<file path="config.mk">
export PLATFORM = sky130hd
export DESIGN_NAME = mpp_top
export DESIGN_NICKNAME = d
export VERILOG_FILES = /design/src/hw/mpp_pin.v /design/src/hw/mpp_top.v
export VERILOG_INCLUDE_DIRS = /design/src /design/src/hw
export SDC_FILE = /design/constraint.sdc
export NUM_CORES = 1
export LEC_CHECK = 0
export ABC_AREA = 1
export BUFFER_PORTS_ARGS = -buffer_cell sky130_fd_sc_hd__buf_4
export CORE_MARGIN = 4
export CORE_UTILIZATION = 57
export DETAILED_ROUTE_END_ITERATION = 10
export PLACE_DENSITY = 0.94
export SYNTH_ARGS = -nofsm -noshare
export SYNTH_HDL_FRONTEND = slang
export SYNTH_SLANG_ARGS = --single-unit
</file>
<file path="constraint.sdc">
create_clock -name clk_i -period 4.09 [get_ports clk_i]
set_clock_uncertainty 0.05 [all_clocks]
set_input_delay 0.6135 -clock clk_i [delete_from_list [all_inputs] [get_ports clk_i]]
set_output_delay 0.6135 -clock clk_i [all_outputs]
set_load 0.005 [all_outputs]
</file>
<file path="src/hw/mpp_defines.vh">
// Behaviour
// each discrete port pin is its own one-bit I/O, set and cleared alone.
// every port bit selects open-drain or push-pull output driver.
// software writes latch one and open-drain before reading a pin.
// discrete bits two and three have pull-up and wakeup enables.
// port zero is four-bit I/O with per-bit pull-up and wakeup.
// port one is four-bit I/O with per-bit pull-up and wakeup.
// port two is two-bit I/O with pull-up and wakeup.
// port three is two-bit I/O with output structure only.
// port zero bits 0,1,2 double as serial in, out and clock.
// port one bits 1,2,3 double as timer pin b, a, interrupt.
// analog channels 0-5 share port two, port three, discrete bits 2,3.
// timer pin a is timer two count input and timer one pwm output.
// timer pin b is timer one count input and timer two pwm output.
// interrupt pin takes requests and has switchable wakeup.
// port zero bit zero stays full I/O while serial input is used.
// port zero bit one reads pin level while serial output drives.
// port zero bit two reads pin level while serial clock uses it.
// port one bit one readable when timer outputs, full I/O otherwise.
// port one bit two readable when timer outputs, full I/O otherwise.
// port one bit three stays full I/O with interrupt in use.
// analog-shared bits stay full I/O while converter channels used.
// output structure select zero gives open-drain, one push-pull.
// pull-up control zero keeps the pull-up off.
// wakeup control zero disables wakeup from that pin.
// a selected driving alternate function replaces the latch output.
`ifndef MPP_DEFINES_VH
`define MPP_DEFINES_VH
// register byte offsets
`define MPP_ADR_DLAT   8'h00
`define MPP_ADR_DSTR   8'h04
`define MPP_ADR_DPU    8'h08
`define MPP_ADR_DWK    8'h0C
`define MPP_ADR_P0LAT  8'h10
`define MPP_ADR_P0STR  8'h14
`define MPP_ADR_P0PU   8'h18
`define MPP_ADR_P0WK   8'h1C
`define MPP_ADR_P1LAT  8'h20
`define MPP_ADR_P1STR  8'h24
`define MPP_ADR_P1PU   8'h28
`define MPP_ADR_P1WK   8'h2C
`define MPP_ADR_P2LAT  8'h30
`define MPP_ADR_P2STR  8'h34
`define MPP_ADR_P2PU   8'h38
`define MPP_ADR_P2WK   8'h3C
`define MPP_ADR_P3LAT  8'h40
`define MPP_ADR_P3STR  8'h44
`define MPP_ADR_DIN    8'h48
`define MPP_ADR_P0IN   8'h4C
`define MPP_ADR_P1IN   8'h50
`define MPP_ADR_P2IN   8'h54
`define MPP_ADR_P3IN   8'h58
`define MPP_ADR_DSET   8'h5C
`define MPP_ADR_DCLR   8'h60
`define MPP_ADR_WKST   8'h64
// reset values: latches high, open-drain, pull-up and wakeup off
`define MPP_RST_LAT    8'hFF
`define MPP_RST_CTL    8'h00
// discrete bits carrying pull-up and wakeup
`define MPP_D_OPT_MASK 6'h0C
`endif

</file>
<file path="src/hw/mpp_pin.v">
`timescale 1ns/100ps
`default_nettype none
// one pin: driver choice, pull-up, three-stage input sync, wakeup
module mpp_pin (
	input  wire clk_i,
	input  wire rst_i,
	input  wire out_val_i,
	input  wire push_pull_i,
	input  wire pu_en_i,
	input  wire wk_en_i,
	input  wire pad_i,
	output wire pad_o,
	output wire pad_oe_o,
	output wire pu_o,
	output reg  in_o,
	output wire wake_o
);
	reg s1_r;
	reg s2_r;
	reg s3_r;

	// open-drain drives only low, push-pull always
	assign pad_o    = out_val_i;
	assign pad_oe_o = push_pull_i | ~out_val_i;
	// pull-up on only when enabled
	assign pu_o     = pu_en_i;
	// wakeup on low level when enabled
	assign wake_o   = wk_en_i & ~in_o;

	// input synchroniser, change taken when stage two and three agree
	always @(posedge clk_i) begin
		if (rst_i) begin
			s1_r <= 1'b1;
			s2_r <= 1'b1;
			s3_r <= 1'b1;
			in_o <= 1'b1;
		end else begin
			s1_r <= pad_i;
			s2_r <= s1_r;
			s3_r <= s2_r;
			if (s2_r == s3_r)
				in_o <= s3_r;
		end
	end
endmodule
`default_nettype wire

</file>
<file path="src/hw/mpp_top.v">
// Local design decisions: the placing of the registers and register access over Wishbone.
`timescale 1ns/100ps
`default_nettype none
`include "mpp_defines.vh"
// multiplexed port pins with wishbone register access
module mpp_top (
	input  wire        clk_i,
	input  wire        rst_i,
	// wishbone classic slave
	input  wire        cyc_i,
	input  wire        stb_i,
	input  wire        we_i,
	input  wire [7:0]  adr_i,
	input  wire [3:0]  sel_i,
	input  wire [31:0] dat_i,
	output reg  [31:0] dat_o,
	output reg         ack_o,
	// pins: discrete, port zero..three
	input  wire [5:0]  d_pad_i,
	output wire [5:0]  d_pad_o,
	output wire [5:0]  d_pad_oe_o,
	output wire [5:0]  d_pu_o,
	input  wire [3:0]  p0_pad_i,
	output wire [3:0]  p0_pad_o,
	output wire [3:0]  p0_pad_oe_o,
	output wire [3:0]  p0_pu_o,
	input  wire [3:0]  p1_pad_i,
	output wire [3:0]  p1_pad_o,
	output wire [3:0]  p1_pad_oe_o,
	output wire [3:0]  p1_pu_o,
	input  wire [1:0]  p2_pad_i,
	output wire [1:0]  p2_pad_o,
	output wire [1:0]  p2_pad_oe_o,
	output wire [1:0]  p2_pu_o,
	input  wire [1:0]  p3_pad_i,
	output wire [1:0]  p3_pad_o,
	output wire [1:0]  p3_pad_oe_o,
	// serial function
	input  wire        ser_out_en_i,
	input  wire        ser_out_i,
	input  wire        ser_clk_out_en_i,
	input  wire        ser_clk_out_i,
	output wire        ser_in_o,
	output wire        ser_clk_in_o,
	// timers
	input  wire        tmr_a_pwm_en_i,
	input  wire        tmr_a_pwm_i,
	input  wire        tmr_b_pwm_en_i,
	input  wire        tmr_b_pwm_i,
	output wire        tmr_a_cnt_o,
	output wire        tmr_b_cnt_o,
	// interrupt, analog, wakeup
	output wire        ext_int_o,
	input  wire        int_wk_en_i,
	output wire [5:0]  analog_sel_o,
	output wire        wakeup_o
);
	// software-written state
	reg [5:0] d_lat_r, d_str_r, d_pu_r, d_wk_r;
	reg [3:0] p0_lat_r, p0_str_r, p0_pu_r, p0_wk_r;
	reg [3:0] p1_lat_r, p1_str_r, p1_pu_r, p1_wk_r;
	reg [1:0] p2_lat_r, p2_str_r, p2_pu_r, p2_wk_r;
	reg [1:0] p3_lat_r, p3_str_r;
	reg [31:0] rd_nxt;

	// reset constants kept at full width, sliced to each port
	localparam [7:0] LAT_RST = `MPP_RST_LAT;
	localparam [7:0] CTL_RST = `MPP_RST_CTL;

	wire [5:0] d_in, d_wk;
	wire [3:0] p0_in, p0_wk, p1_in, p1_wk;
	wire [1:0] p2_in, p2_wk, p3_in;
	wire [3:0] p0_out, p1_out;
	wire [5:0] d_pu_eff, d_wk_eff;

	wire wr = cyc_i & stb_i & we_i & ~ack_o & sel_i[0];
	wire [7:0] wd = dat_i[7:0];

	// alternate drivers replace the latch when enabled
	assign p0_out = {p0_lat_r[3],
		ser_clk_out_en_i ? ser_clk_out_i : p0_lat_r[2],
		ser_out_en_i ? ser_out_i : p0_lat_r[1],
		p0_lat_r[0]};
	// timer pin a on bit 2, pin b on bit 1
	assign p1_out = {p1_lat_r[3],
		tmr_a_pwm_en_i ? tmr_a_pwm_i : p1_lat_r[2],
		tmr_b_pwm_en_i ? tmr_b_pwm_i : p1_lat_r[1],
		p1_lat_r[0]};

	// only discrete bits two and three carry options
	assign d_pu_eff = d_pu_r & `MPP_D_OPT_MASK;
	assign d_wk_eff = d_wk_r & `MPP_D_OPT_MASK;

	// independent single-bit discrete pins
	genvar g;
	generate
		for (g = 0; g < 6; g = g + 1) begin : g_d
			mpp_pin u_pin (
				.clk_i(clk_i), .rst_i(rst_i),
				.out_val_i(d_lat_r[g]), .push_pull_i(d_str_r[g]),
				.pu_en_i(d_pu_eff[g]), .wk_en_i(d_wk_eff[g]),
				.pad_i(d_pad_i[g]), .pad_o(d_pad_o[g]),
				.pad_oe_o(d_pad_oe_o[g]), .pu_o(d_pu_o[g]),
				.in_o(d_in[g]), .wake_o(d_wk[g]));
		end
		// port zero four bits
		for (g = 0; g < 4; g = g + 1) begin : g_p0
			mpp_pin u_pin (
				.clk_i(clk_i), .rst_i(rst_i),
				.out_val_i(p0_out[g]), .push_pull_i(p0_str_r[g]),
				.pu_en_i(p0_pu_r[g]), .wk_en_i(p0_wk_r[g]),
				.pad_i(p0_pad_i[g]), .pad_o(p0_pad_o[g]),
				.pad_oe_o(p0_pad_oe_o[g]), .pu_o(p0_pu_o[g]),
				.in_o(p0_in[g]), .wake_o(p0_wk[g]));
		end
		// port one four bits; bit three wakeup also by int enable
		for (g = 0; g < 4; g = g + 1) begin : g_p1
			mpp_pin u_pin (
				.clk_i(clk_i), .rst_i(rst_i),
				.out_val_i(p1_out[g]), .push_pull_i(p1_str_r[g]),
				.pu_en_i(p1_pu_r[g]),
				.wk_en_i(p1_wk_r[g] | (g == 3 && int_wk_en_i)),
				.pad_i(p1_pad_i[g]), .pad_o(p1_pad_o[g]),
				.pad_oe_o(p1_pad_oe_o[g]), .pu_o(p1_pu_o[g]),
				.in_o(p1_in[g]), .wake_o(p1_wk[g]));
		end
		// port two two bits
		for (g = 0; g < 2; g = g + 1) begin : g_p2
			mpp_pin u_pin (
				.clk_i(clk_i), .rst_i(rst_i),
				.out_val_i(p2_lat_r[g]), .push_pull_i(p2_str_r[g]),
				.pu_en_i(p2_pu_r[g]), .wk_en_i(p2_wk_r[g]),
				.pad_i(p2_pad_i[g]), .pad_o(p2_pad_o[g]),
				.pad_oe_o(p2_pad_oe_o[g]), .pu_o(p2_pu_o[g]),
				.in_o(p2_in[g]), .wake_o(p2_wk[g]));
		end
		// port three: structure select only
		for (g = 0; g < 2; g = g + 1) begin : g_p3
			mpp_pin u_pin (
				.clk_i(clk_i), .rst_i(rst_i),
				.out_val_i(p3_lat_r[g]), .push_pull_i(p3_str_r[g]),
				.pu_en_i(1'b0), .wk_en_i(1'b0),
				.pad_i(p3_pad_i[g]), .pad_o(p3_pad_o[g]),
				.pad_oe_o(p3_pad_oe_o[g]), .pu_o(),
				.in_o(p3_in[g]), .wake_o());
		end
	endgenerate

	// alternate inputs read from the same synchronised pins
	assign ser_in_o     = p0_in[0];
	assign ser_clk_in_o = p0_in[2];
	assign tmr_a_cnt_o  = p1_in[2];
	assign tmr_b_cnt_o  = p1_in[1];
	assign ext_int_o    = p1_in[3];
	// analog channels map; port logic untouched
	assign analog_sel_o = {d_in[3], d_in[2], p3_in, p2_in};
	assign wakeup_o = |{d_wk, p0_wk, p1_wk, p2_wk};

	// register writes
	always @(posedge clk_i) begin
		if (rst_i) begin
			d_lat_r  <= LAT_RST[5:0];
			d_str_r  <= CTL_RST[5:0];
			d_pu_r   <= CTL_RST[5:0];
			d_wk_r   <= CTL_RST[5:0];
			p0_lat_r <= LAT_RST[3:0];
			p0_str_r <= CTL_RST[3:0];
			p0_pu_r  <= CTL_RST[3:0];
			p0_wk_r  <= CTL_RST[3:0];
			p1_lat_r <= LAT_RST[3:0];
			p1_str_r <= CTL_RST[3:0];
			p1_pu_r  <= CTL_RST[3:0];
			p1_wk_r  <= CTL_RST[3:0];
			p2_lat_r <= LAT_RST[1:0];
			p2_str_r <= CTL_RST[1:0];
			p2_pu_r  <= CTL_RST[1:0];
			p2_wk_r  <= CTL_RST[1:0];
			p3_lat_r <= LAT_RST[1:0];
			p3_str_r <= CTL_RST[1:0];
		end else if (wr) begin
			if (adr_i == `MPP_ADR_DLAT) d_lat_r <= wd[5:0];
			else if (adr_i == `MPP_ADR_DSTR) d_str_r <= wd[5:0];
			else if (adr_i == `MPP_ADR_DPU) d_pu_r <= wd[5:0];
			else if (adr_i == `MPP_ADR_DWK) d_wk_r <= wd[5:0];
			else if (adr_i == `MPP_ADR_P0LAT) p0_lat_r <= wd[3:0];
			else if (adr_i == `MPP_ADR_P0STR) p0_str_r <= wd[3:0];
			else if (adr_i == `MPP_ADR_P0PU) p0_pu_r <= wd[3:0];
			else if (adr_i == `MPP_ADR_P0WK) p0_wk_r <= wd[3:0];
			else if (adr_i == `MPP_ADR_P1LAT) p1_lat_r <= wd[3:0];
			else if (adr_i == `MPP_ADR_P1STR) p1_str_r <= wd[3:0];
			else if (adr_i == `MPP_ADR_P1PU) p1_pu_r <= wd[3:0];
			else if (adr_i == `MPP_ADR_P1WK) p1_wk_r <= wd[3:0];
			else if (adr_i == `MPP_ADR_P2LAT) p2_lat_r <= wd[1:0];
			else if (adr_i == `MPP_ADR_P2STR) p2_str_r <= wd[1:0];
			else if (adr_i == `MPP_ADR_P2PU) p2_pu_r <= wd[1:0];
			else if (adr_i == `MPP_ADR_P2WK) p2_wk_r <= wd[1:0];
			else if (adr_i == `MPP_ADR_P3LAT) p3_lat_r <= wd[1:0];
			else if (adr_i == `MPP_ADR_P3STR) p3_str_r <= wd[1:0];
			// single discrete bit set or clear by index
			else if (adr_i == `MPP_ADR_DSET && wd[2:0] < 3'd6)
				d_lat_r[wd[2:0]] <= 1'b1;
			else if (adr_i == `MPP_ADR_DCLR && wd[2:0] < 3'd6)
				d_lat_r[wd[2:0]] <= 1'b0;
		end
	end

	// read mux; inputs show pin level regardless of function
	always @* begin
		rd_nxt = 32'h0000_0000;
		if (adr_i == `MPP_ADR_DLAT) rd_nxt[5:0] = d_lat_r;
		else if (adr_i == `MPP_ADR_DSTR) rd_nxt[5:0] = d_str_r;
		else if (adr_i == `MPP_ADR_DPU) rd_nxt[5:0] = d_pu_eff;
		else if (adr_i == `MPP_ADR_DWK) rd_nxt[5:0] = d_wk_eff;
		else if (adr_i == `MPP_ADR_P0LAT) rd_nxt[3:0] = p0_lat_r;
		else if (adr_i == `MPP_ADR_P0STR) rd_nxt[3:0] = p0_str_r;
		else if (adr_i == `MPP_ADR_P0PU) rd_nxt[3:0] = p0_pu_r;
		else if (adr_i == `MPP_ADR_P0WK) rd_nxt[3:0] = p0_wk_r;
		else if (adr_i == `MPP_ADR_P1LAT) rd_nxt[3:0] = p1_lat_r;
		else if (adr_i == `MPP_ADR_P1STR) rd_nxt[3:0] = p1_str_r;
		else if (adr_i == `MPP_ADR_P1PU) rd_nxt[3:0] = p1_pu_r;
		else if (adr_i == `MPP_ADR_P1WK) rd_nxt[3:0] = p1_wk_r;
		else if (adr_i == `MPP_ADR_P2LAT) rd_nxt[1:0] = p2_lat_r;
		else if (adr_i == `MPP_ADR_P2STR) rd_nxt[1:0] = p2_str_r;
		else if (adr_i == `MPP_ADR_P2PU) rd_nxt[1:0] = p2_pu_r;
		else if (adr_i == `MPP_ADR_P2WK) rd_nxt[1:0] = p2_wk_r;
		else if (adr_i == `MPP_ADR_P3LAT) rd_nxt[1:0] = p3_lat_r;
		else if (adr_i == `MPP_ADR_P3STR) rd_nxt[1:0] = p3_str_r;
		else if (adr_i == `MPP_ADR_DIN) rd_nxt[5:0] = d_in;
		else if (adr_i == `MPP_ADR_P0IN) rd_nxt[3:0] = p0_in;
		else if (adr_i == `MPP_ADR_P1IN) rd_nxt[3:0] = p1_in;
		else if (adr_i == `MPP_ADR_P2IN) rd_nxt[1:0] = p2_in;
		else if (adr_i == `MPP_ADR_P3IN) rd_nxt[1:0] = p3_in;
		else if (adr_i == `MPP_ADR_WKST)
			rd_nxt[15:0] = {p2_wk, p1_wk, p0_wk, d_wk};
	end

	// one-cycle ack, data registered with it
	always @(posedge clk_i) begin
		if (rst_i) begin
			ack_o <= 1'b0;
			dat_o <= 32'h0000_0000;
		end else begin
			ack_o <= cyc_i & stb_i & ~ack_o;
			dat_o <= rd_nxt;
		end
	end
endmodule
`default_nettype wire

</file>
; ---- After elaboration in Yosys (flattened, before gate mapping)
; Cells that the tools add are included.
[totals]
out_inout_bits = 97
inputBits = 76
register_bits = 169
[classes]
bitwise_logic = 87
eq_ne = 60
reduce_logical = 25
n_mux = 132
order_cmp = 3
[op_table]
columns = cell, count
row1 = 14-bit 2-to-1 mux, 29
row2 = 16-bit 2-to-1 mux, 24
row3 = 12-bit 2-to-1 mux, 29
row4 = 6-bit 2-to-1 mux, 25
row5 = "8-bit by 7-bit == test with 1-bit output, second input constant", 10
row6 = "8-bit by 6-bit == test with 1-bit output, second input constant", 8
row7 = 1-bit NOT, 48
row8 = 4-bit 2-to-1 mux, 10
row9 = 19-bit AND reduction, 2
row10 = "2-bit inequality test, second input constant", 17
row11 = "8-bit by 5-bit == test with 1-bit output, second input constant", 4
row12 = 20-bit OR reduction, 1
row13 = 1-bit bitwise OR, 19
row14 = 1-bit == test, 18
row15 = 18-bit AND reduction, 1
row16 = 1-bit bitwise AND, 17
row17 = 17-bit AND reduction, 1
row18 = "8-bit by 4-bit == test with 1-bit output, second input constant", 2
row19 = 2-bit 2-to-1 mux, 8
row20 = 16-bit AND reduction, 1
row21 = 15-bit AND reduction, 1
row22 = 14-bit AND reduction, 1
row23 = 13-bit AND reduction, 1
row24 = 12-bit AND reduction, 1
row25 = other kinds (23), 29

; ---- Logic depth before layout (Yosys ltp)
; Gate-level depths: netlist of run 1.
[depth]
ltp_word = 89
ltp_mapped = 19
depth_no_buf = 19

; ---- By module
; From an unflattened synthesis of run 1, not the netlist that was laid out.
[hier_totals]
hier_cells = 944
hier_area_um2 = 6872.8
[modules_own_cells]
columns = mod, seq_area_each_um2, n_inst, cells_per_inst, area_per_inst_um2
row1 = mpp_top, 1541.5, 1, 566, 4012.6
row2 = mpp_pin, 80.1, 18, 21, 158.9

; ---- Worst setup path after synthesis of run 1
; No wires, ideal clock.
[synth_timing]
path_type = input port to flip-flop
start = in adr_i[7]
end = reg with a tool-made name
cell_stages = 12
arrival_ps = 1810
required_time_ps = 3902
n_path_buf = 0
setup_slack_ps = 2092
cell_sequence = inv_1 -> nand2_1 -> nor2_1 -> inv_2 -> nor2_4 -> inv_2 -> o311ai_1 -> nand3_1 -> clkinv_1 -> o21ai_0 -> nand2_1 -> o211ai_1
[synth_lines]
columns = item, line
row1 = start: declaration, mpp_top.v:13  ; input wire [7:0] adr_i,

==> flow_summary.json, run 1 <==
{
  "outcome": "complete, no violations",
  "final_common_cell": "nand2_1",
  "synth_ff_type": "dfxtp_1",
  "cp_max_fo": 19,
  "grt_max_degree": 98,
  "synthArstFlopShare_pct": 0,
  "synth.yosys.seq_area_share_pct": 44.86,
  "cp.buffers_inverters": 5,
  "fmax_ghz": 0.4228,
  "die_y_um": 116.0,
  "p_comb_share_pct": 5.1,
  "crit_path_end_kind": "register",
  "timing.slew.headroom_pct": 17.48,
  "pre_cts_slack_ns": 1.427,
  "avgSynthCellArea_um2": 7.786,
  "place_inst": 1045,
  "via_count": 5860,
  "totalWireLength_mm": 17.16,
  "arrival_ns": 2.56,
  "grt_util_all_layers_pct": 25.56,
  "irDropWorstVdd_v": 0.0003829,
  "io_pins": 173,
  "grt_pass1_wl_mm": 26.65,
  "met1Wirelength_mm": 6.529,
  "yosys_warnings": 0,
  "wl_per_cell_um": 15.95,
  "placed_area_um2": 7196,
  "dieArea_um2": 13460,
  "via_per_inst": 5.446,
  "min_path_type": "input pin to register",
  "clock_sinks": 149,
  "p_switching_uw": 770.5,
  "port_buffers": 123,
  "place.detailed.hpwl_mm": 12.16,
  "yosysUniqueCellTypes": 38,
  "sw_frac_of_total_pct": 24.68,
  "drive_above_1_share_pct": 27.87,
  "ys_ff_latch": 149,
  "cts_root_buf": "clkbuf_16",
  "post-route-period-util_pct": 57.83,
  "place_congestion": 0.9994,
  "max_stage_delay_ns": 0.43,
  "fin_ws_ns": 1.725,
  "cap_viol_max_count": 0,
  "rsz0062_at_grt": "false",
  "cts_hold_buf": 0,
  "cts_tree": "built",
  "wl_met3_mm": 1.659,
  "required_ns": 4.28,
  "diodes": 0,
  "core_region_area_um2": 11420,
  "final_cell_mix": "nand2_1 (150), dfxtp_1 (149), buf_4 (124)",
  "cts-buffers-inserted": 17,
  "period_needed_ns": 2.365,
  "start_kind": "input pin",
  "ant_nets": 0,
  "p_seq_share_pct": 47.6,
  "intPower_mw": 2.351,
  "clock_path_buffers": 2,
  "drt_iter0_drc": 506,
  "synth_top_cell_by_area": "dfxtp_1",
  "grt_overflow": 0,
  "syn2layout_area_growth_pct": 16.56,
  "final_cell_area_um2": 7750,
  "fin_cells": 1076,
  "crit_type": "input pin to register",
  "design_power_total_mw": 3.121,
  "p_leak_nw": 3.386,
  "fin_nets": 997,
  "rows": 39,
  "syn_area_um2": 6649,
  "synth_edf_count": 0,
  "clk_latency_ns": 0.43,
  "critPathSlowestCell": "nor2_4",
  "grt_pass1_vias": 5515,
  "path_clk_slew_ns": 0.07,
  "finalSetupViolations": 0,
  "floorplan.initialDensity_pct": 58.23,
  "clkPwrFrac_pct": 47.3,
  "grt_antenna_before_repair": 0,
  "power.density_nw_per_um2": 402.8,
  "synth.top_cell.area_share_pct": 44.86,
  "worst_pin_slew_ns": 1.237,
  "drc": 0,
  "crit_chain": "buf_4 > inv_1 > nand2_1 > nor2_1 > inv_2 > nor2_4 > inv_2 > o311ai_1 > nand3_1 > clkinv_1 > o21ai_0 > nand2_1 > o211ai_1",
  "die_width_um": 116.0,
  "cts_resized": 0,
  "cp_top_family": "simple AND/OR/NAND/NOR gates",
  "finalHoldViolCount": 0,
  "synth_area_leaders": "dfxtp_1 (45%), nand2_1 (8.5%), buf_4 (8.4%), or2_2 (5.6%), inv_1 (4.0%)",
  "setup_tns_ns": 0,
  "synthCells": 854,
  "drtPass1Iterations": 5,
  "top_layer_used": "met4",
  "post_cts_buffers": 0,
  "maxSlewViolCount": 0,
  "wl_met2_mm": 8.509,
  "cts_max_level": 4
}
Yosys cell counts (3+ instances only):
cell and instances:
a211oi_1 21, a21oi_1 51, a22oi_1 5, buf_4 74, clkbuf_1 21, dfxtp_1 149
inv_1 71, inv_2 14, nand2_1 150, nand2_2 3, nand3_1 24, nand4_1 6
nor2_1 56, nor2_2 9, nor2_4 11, nor3_1 23, nor4_1 4, o211ai_1 18
o21ai_0 51, o21ai_1 10, or2_2 59
flip-flops by register name, summed over array words and instances, names as in the netlist, 4 cells and up, named ones only:
register	flops
dat_o	16
p1_lat_r	4
g_p0.u_pin.in_o	4
p1_pu_r	4
g_p1.u_pin.s1_r	4
g_p0.u_pin.s3_r	4
g_d.u_pin.s2_r	6
p1_str_r	4
g_d.u_pin.s3_r	6
g_d.u_pin.in_o	6
p0_pu_r	4
g_d.u_pin.s1_r	6
p1_wk_r	4
d_str_r	6
g_p1.u_pin.s3_r	4
p0_lat_r	4
p0_wk_r	4
g_p0.u_pin.s1_r	4
p0_str_r	4
g_p0.u_pin.s2_r	4
g_p1.u_pin.s2_r	4
g_p1.u_pin.in_o	4
power by group through the flow:
stage	clock [mW]	sequential (mW)	combinational [mW]
finish	1.48	1.48	0.159
global route	1.55	1.49	0.174
CTS	1.49	1.48	0.157
detailed placement	0	1.52	0.156
global placement	0	1.51	0.151
floorplan	0	1.51	0.107
area by class of cell:
type                       count  area (um2)
clock buffer                  18       439.2
tap                          143       178.9
clock inverter                13       115.1
sequential                   149        2983
fill                         936        3669
timing repair buffer         124       930.9
multi-input combinational    540        2764
inverter                      89       339.1
cells by family after synthesis:
group / count (synthesis) / synth area share [%]
other: 1 / 0.05640
AND/OR/NAND/NOR: 352 / 25.57
multiplexers: 2 / 0.3387
buffers and inverters: 184 / 14.64
flip-flops: 149 / 44.86
AO/OA/AOI/OAI: 166 / 14.53
metal layers:
metal,track usage [%],up-vias
met3,6.893,49
li1,-,2833
met1,29.78,2666
met4,10.36,0
met2,44.53,312
met5,0,-
worst register-to-register path: cells and delay by family, from the launching register on:
family / cells / cell delay [ns]
AOI/OAI and AO/OA: 2 / 0.25
and+or+nand+nor: 6 / 1.23
buffers and inverters: 1 / 0.11
DFF: 1 / 0.32
final timing paths:
check	start	endpoint	slack (ns)	depth (start not counted)
worst min register to register	g_p0[3].u_pin.s1_r	g_p0[3].u_pin.s2_r	0.36	1
worst max register to register	ack_o	p1_str_r[1]	2.06	9
worst min-delay path	p0_pad_i[2]	g_p0[2].u_pin.s1_r	0.32	2
worst max-delay path	adr_i[7]	register	1.72	13
metrics by stage:
step	util (%)	hold WS, ns
5_1_grt	67.87	0.3087
6_report	67.87	0.3163
3_3_place_gp	63.02	0.3406
3_5_place_dp	63.02	0.3428
2_1_floorplan	-	0.3395
4_1_cts	67.87	0.3124
Power figures use the tool's default switching activity.
==> run 2: changes to the inputs <==
--- a/config.mk
+++ b/config.mk
@@ -9,9 +9,9 @@
 export ABC_AREA = 1
 export BUFFER_PORTS_ARGS = -buffer_cell sky130_fd_sc_hd__buf_4
 export CORE_MARGIN = 4
-export CORE_UTILIZATION = 57
+export CORE_UTILIZATION = 53
 export DETAILED_ROUTE_END_ITERATION = 10
-export PLACE_DENSITY = 0.94
+export PLACE_DENSITY = 0.89
 export SYNTH_ARGS = -nofsm -noshare
 export SYNTH_HDL_FRONTEND = slang
 export SYNTH_SLANG_ARGS = --single-unit
==> constraint.sdc (replaced) <==
create_clock -name clk_i -period 2.2 [get_ports clk_i]
set_clock_uncertainty 0.05 [all_clocks]
set_input_delay 0.33 -clock clk_i [delete_from_list [all_inputs] [get_ports clk_i]]
set_output_delay 0.33 -clock clk_i [all_outputs]
set_load 0.005 [all_outputs]
==> flow_summary.json, run 2 (synthesized netlist as in run 1, its figures left out) <==
{
  "largest_reg_flops": 16,
  "via_per_inst": 5.182,
  "cp_top_family": "simple AND/OR/NAND/NOR gates",
  "place_inst": 1090,
  "regToRegSetupSlack_ns": 0.33,
  "place_congestion": 0.9705,
  "final_cell_mix": "nand2_1 (150), dfxtp_1 (149), buf_4 (143)",
  "design_power_total_mw": 6.035,
  "place.detailed.hpwl_mm": 12.29,
  "fin_cells": 1122,
  "clk_latency_ns": 0.42,
  "r2r-start": "g_p2[0].u_pin.in_o",
  "rsz0062_at_grt": "false",
  "cp.depth": 6,
  "port_buffers": 123,
  "clock_sinks": 149,
  "crit_path_end_kind": "output port",
  "finalSetupViolations": 0,
  "rows": 40,
  "cts_hold_buf": 0,
  "die_width_um": 120.0,
  "cp.buffers_inverters": 2,
  "pre_cts_slack_ns": 0.02341,
  "worst_pin_slew_ns": 0.5199,
  "r2r_end": "dat_o[0]",
  "finalHoldViolCount": 0,
  "floorplan.initialDensity_pct": 54.67,
  "wl_per_cell_um": 14.91,
  "required_ns": 1.82,
  "placed_area_um2": 7390,
  "cts_max_level": 4,
  "max_stage_delay_ns": 0.41,
  "grt_pass1_vias": 5410,
  "fmax_ghz": 0.5017,
  "dieArea_um2": 14400,
  "p_leak_nw": 3.519,
  "clock_path_buffers": 2,
  "min_path_type": "input pin to register",
  "io_pins": 173,
  "outcome": "complete, no violations",
  "maxSlewViolCount": 0,
  "cp_max_fo": 4,
  "critPathSlowestCell": "dfxtp_1",
  "period_needed_ns": 1.993,
  "grt_util_all_layers_pct": 22.64,
  "ant_nets": 0,
  "timing.slew.headroom_pct": 65.30,
  "cap_viol_max_count": 0,
  "final_common_cell": "nand2_1",
  "hold_ws_ns": 0.04334,
  "grt_max_degree": 99,
  "crit_chain": "nor2_1 > inv_1 > o21ai_0 > nor4_1 > nand3_1 > buf_4",
  "drt_iter0_drc": 555,
  "whs_path_depth": 2,
  "via_count": 5814,
  "syn2layout_area_growth_pct": 20.32,
  "grt_antenna_before_repair": 0,
  "hp-start": "p2_pad_i[0]",
  "drive_above_1_share_pct": 29.45,
  "die_y_um": 120.0,
  "drtPass1Iterations": 6,
  "cts_resized": 0,
  "diodes": 0,
  "top_register": "dat_o",
  "cts_tree": "built",
  "path_clk_slew_ns": 0.06,
  "final_core_util_pct": 65.78,
  "fin_ws_ns": 0.2066,
  "totalWireLength_mm": 16.72,
  "arrival_ns": 1.61,
  "r2r_cells": 15,
  "drc": 0,
  "start_kind": "register",
  "final_cell_area_um2": 8000,
  "post-route-period-util_pct": 90.61,
  "fin_nets": 1017,
  "grt_pass1_wl_mm": 26.15,
  "hold_end": "g_p2[0].u_pin.s1_r",
  "crit_type": "register to output port",
  "cts_root_buf": "clkbuf_16",
  "post_cts_buffers": 0,
  "power.density_nw_per_um2": 754.4,
  "grt_overflow": 0,
  "core_region_area_um2": 12160,
  "irDropWorstVdd_v": 0.0007328,
  "setup_tns_ns": 0,
  "cts-buffers-inserted": 17
}
[run 2: worst reg2reg max path, stage by stage, from the launching register on]
cell     delay, ns
dfxtp_1       0.35
or2_2         0.32
nand3_1       0.09
nand2_1       0.06
nand2_1       0.07
nand2_1       0.06
nand2_1       0.07
nand4_1       0.10
nand2_1       0.08
nand2_1       0.05
nand2_1       0.06
nand3_1       0.07
nand2_1       0.08
nand4_1       0.11
nand2_1       0.09
a21oi_1       0.05
[run 2: final cells by class]
type                       instances  area (um2)
clock inverter                    13       157.7
fill                            1009        4161
tap                              168       210.2
sequential                       149        2983
inverter                          89       339.1
clock buffer                      19       452.9
timing repair buffer             144        1094
multi-input combinational        540        2764
[run 2: power by group]
group	switching (mW)	total, mW	internal [mW]
clock network	1.20	2.97	1.77
registers	0.0176	2.76	2.74
logic	0.174	0.306	0.133
total	1.39	6.04	4.64
[run 2: worst max-delay path by stage]
stage | slack [ns] | to | from
floorplan | 0.49 | register | adr_i[7]
global placement | 0.03 | dat_o[3] | adr_i[2]
detailed placement | 0.02 | dat_o[1] | adr_i[7]
CTS | 0.19 | wakeup_o | g_p0[2].u_pin.in_o
global route | 0.09 | wakeup_o | g_p0[2].u_pin.in_o
finish | 0.21 | wakeup_o | g_p2[0].u_pin.in_o
[run 2: per-layer routing]
metal  global-route usage (%)  vias to the layer above  share of wire, %
li1                         -                     2878                 -
met1                    28.10                     2626                41
met2                    38.39                      279                48
met3                    4.477                       31               8.9
met4                    9.306                        0               2.0
met5                        0                        -                 0
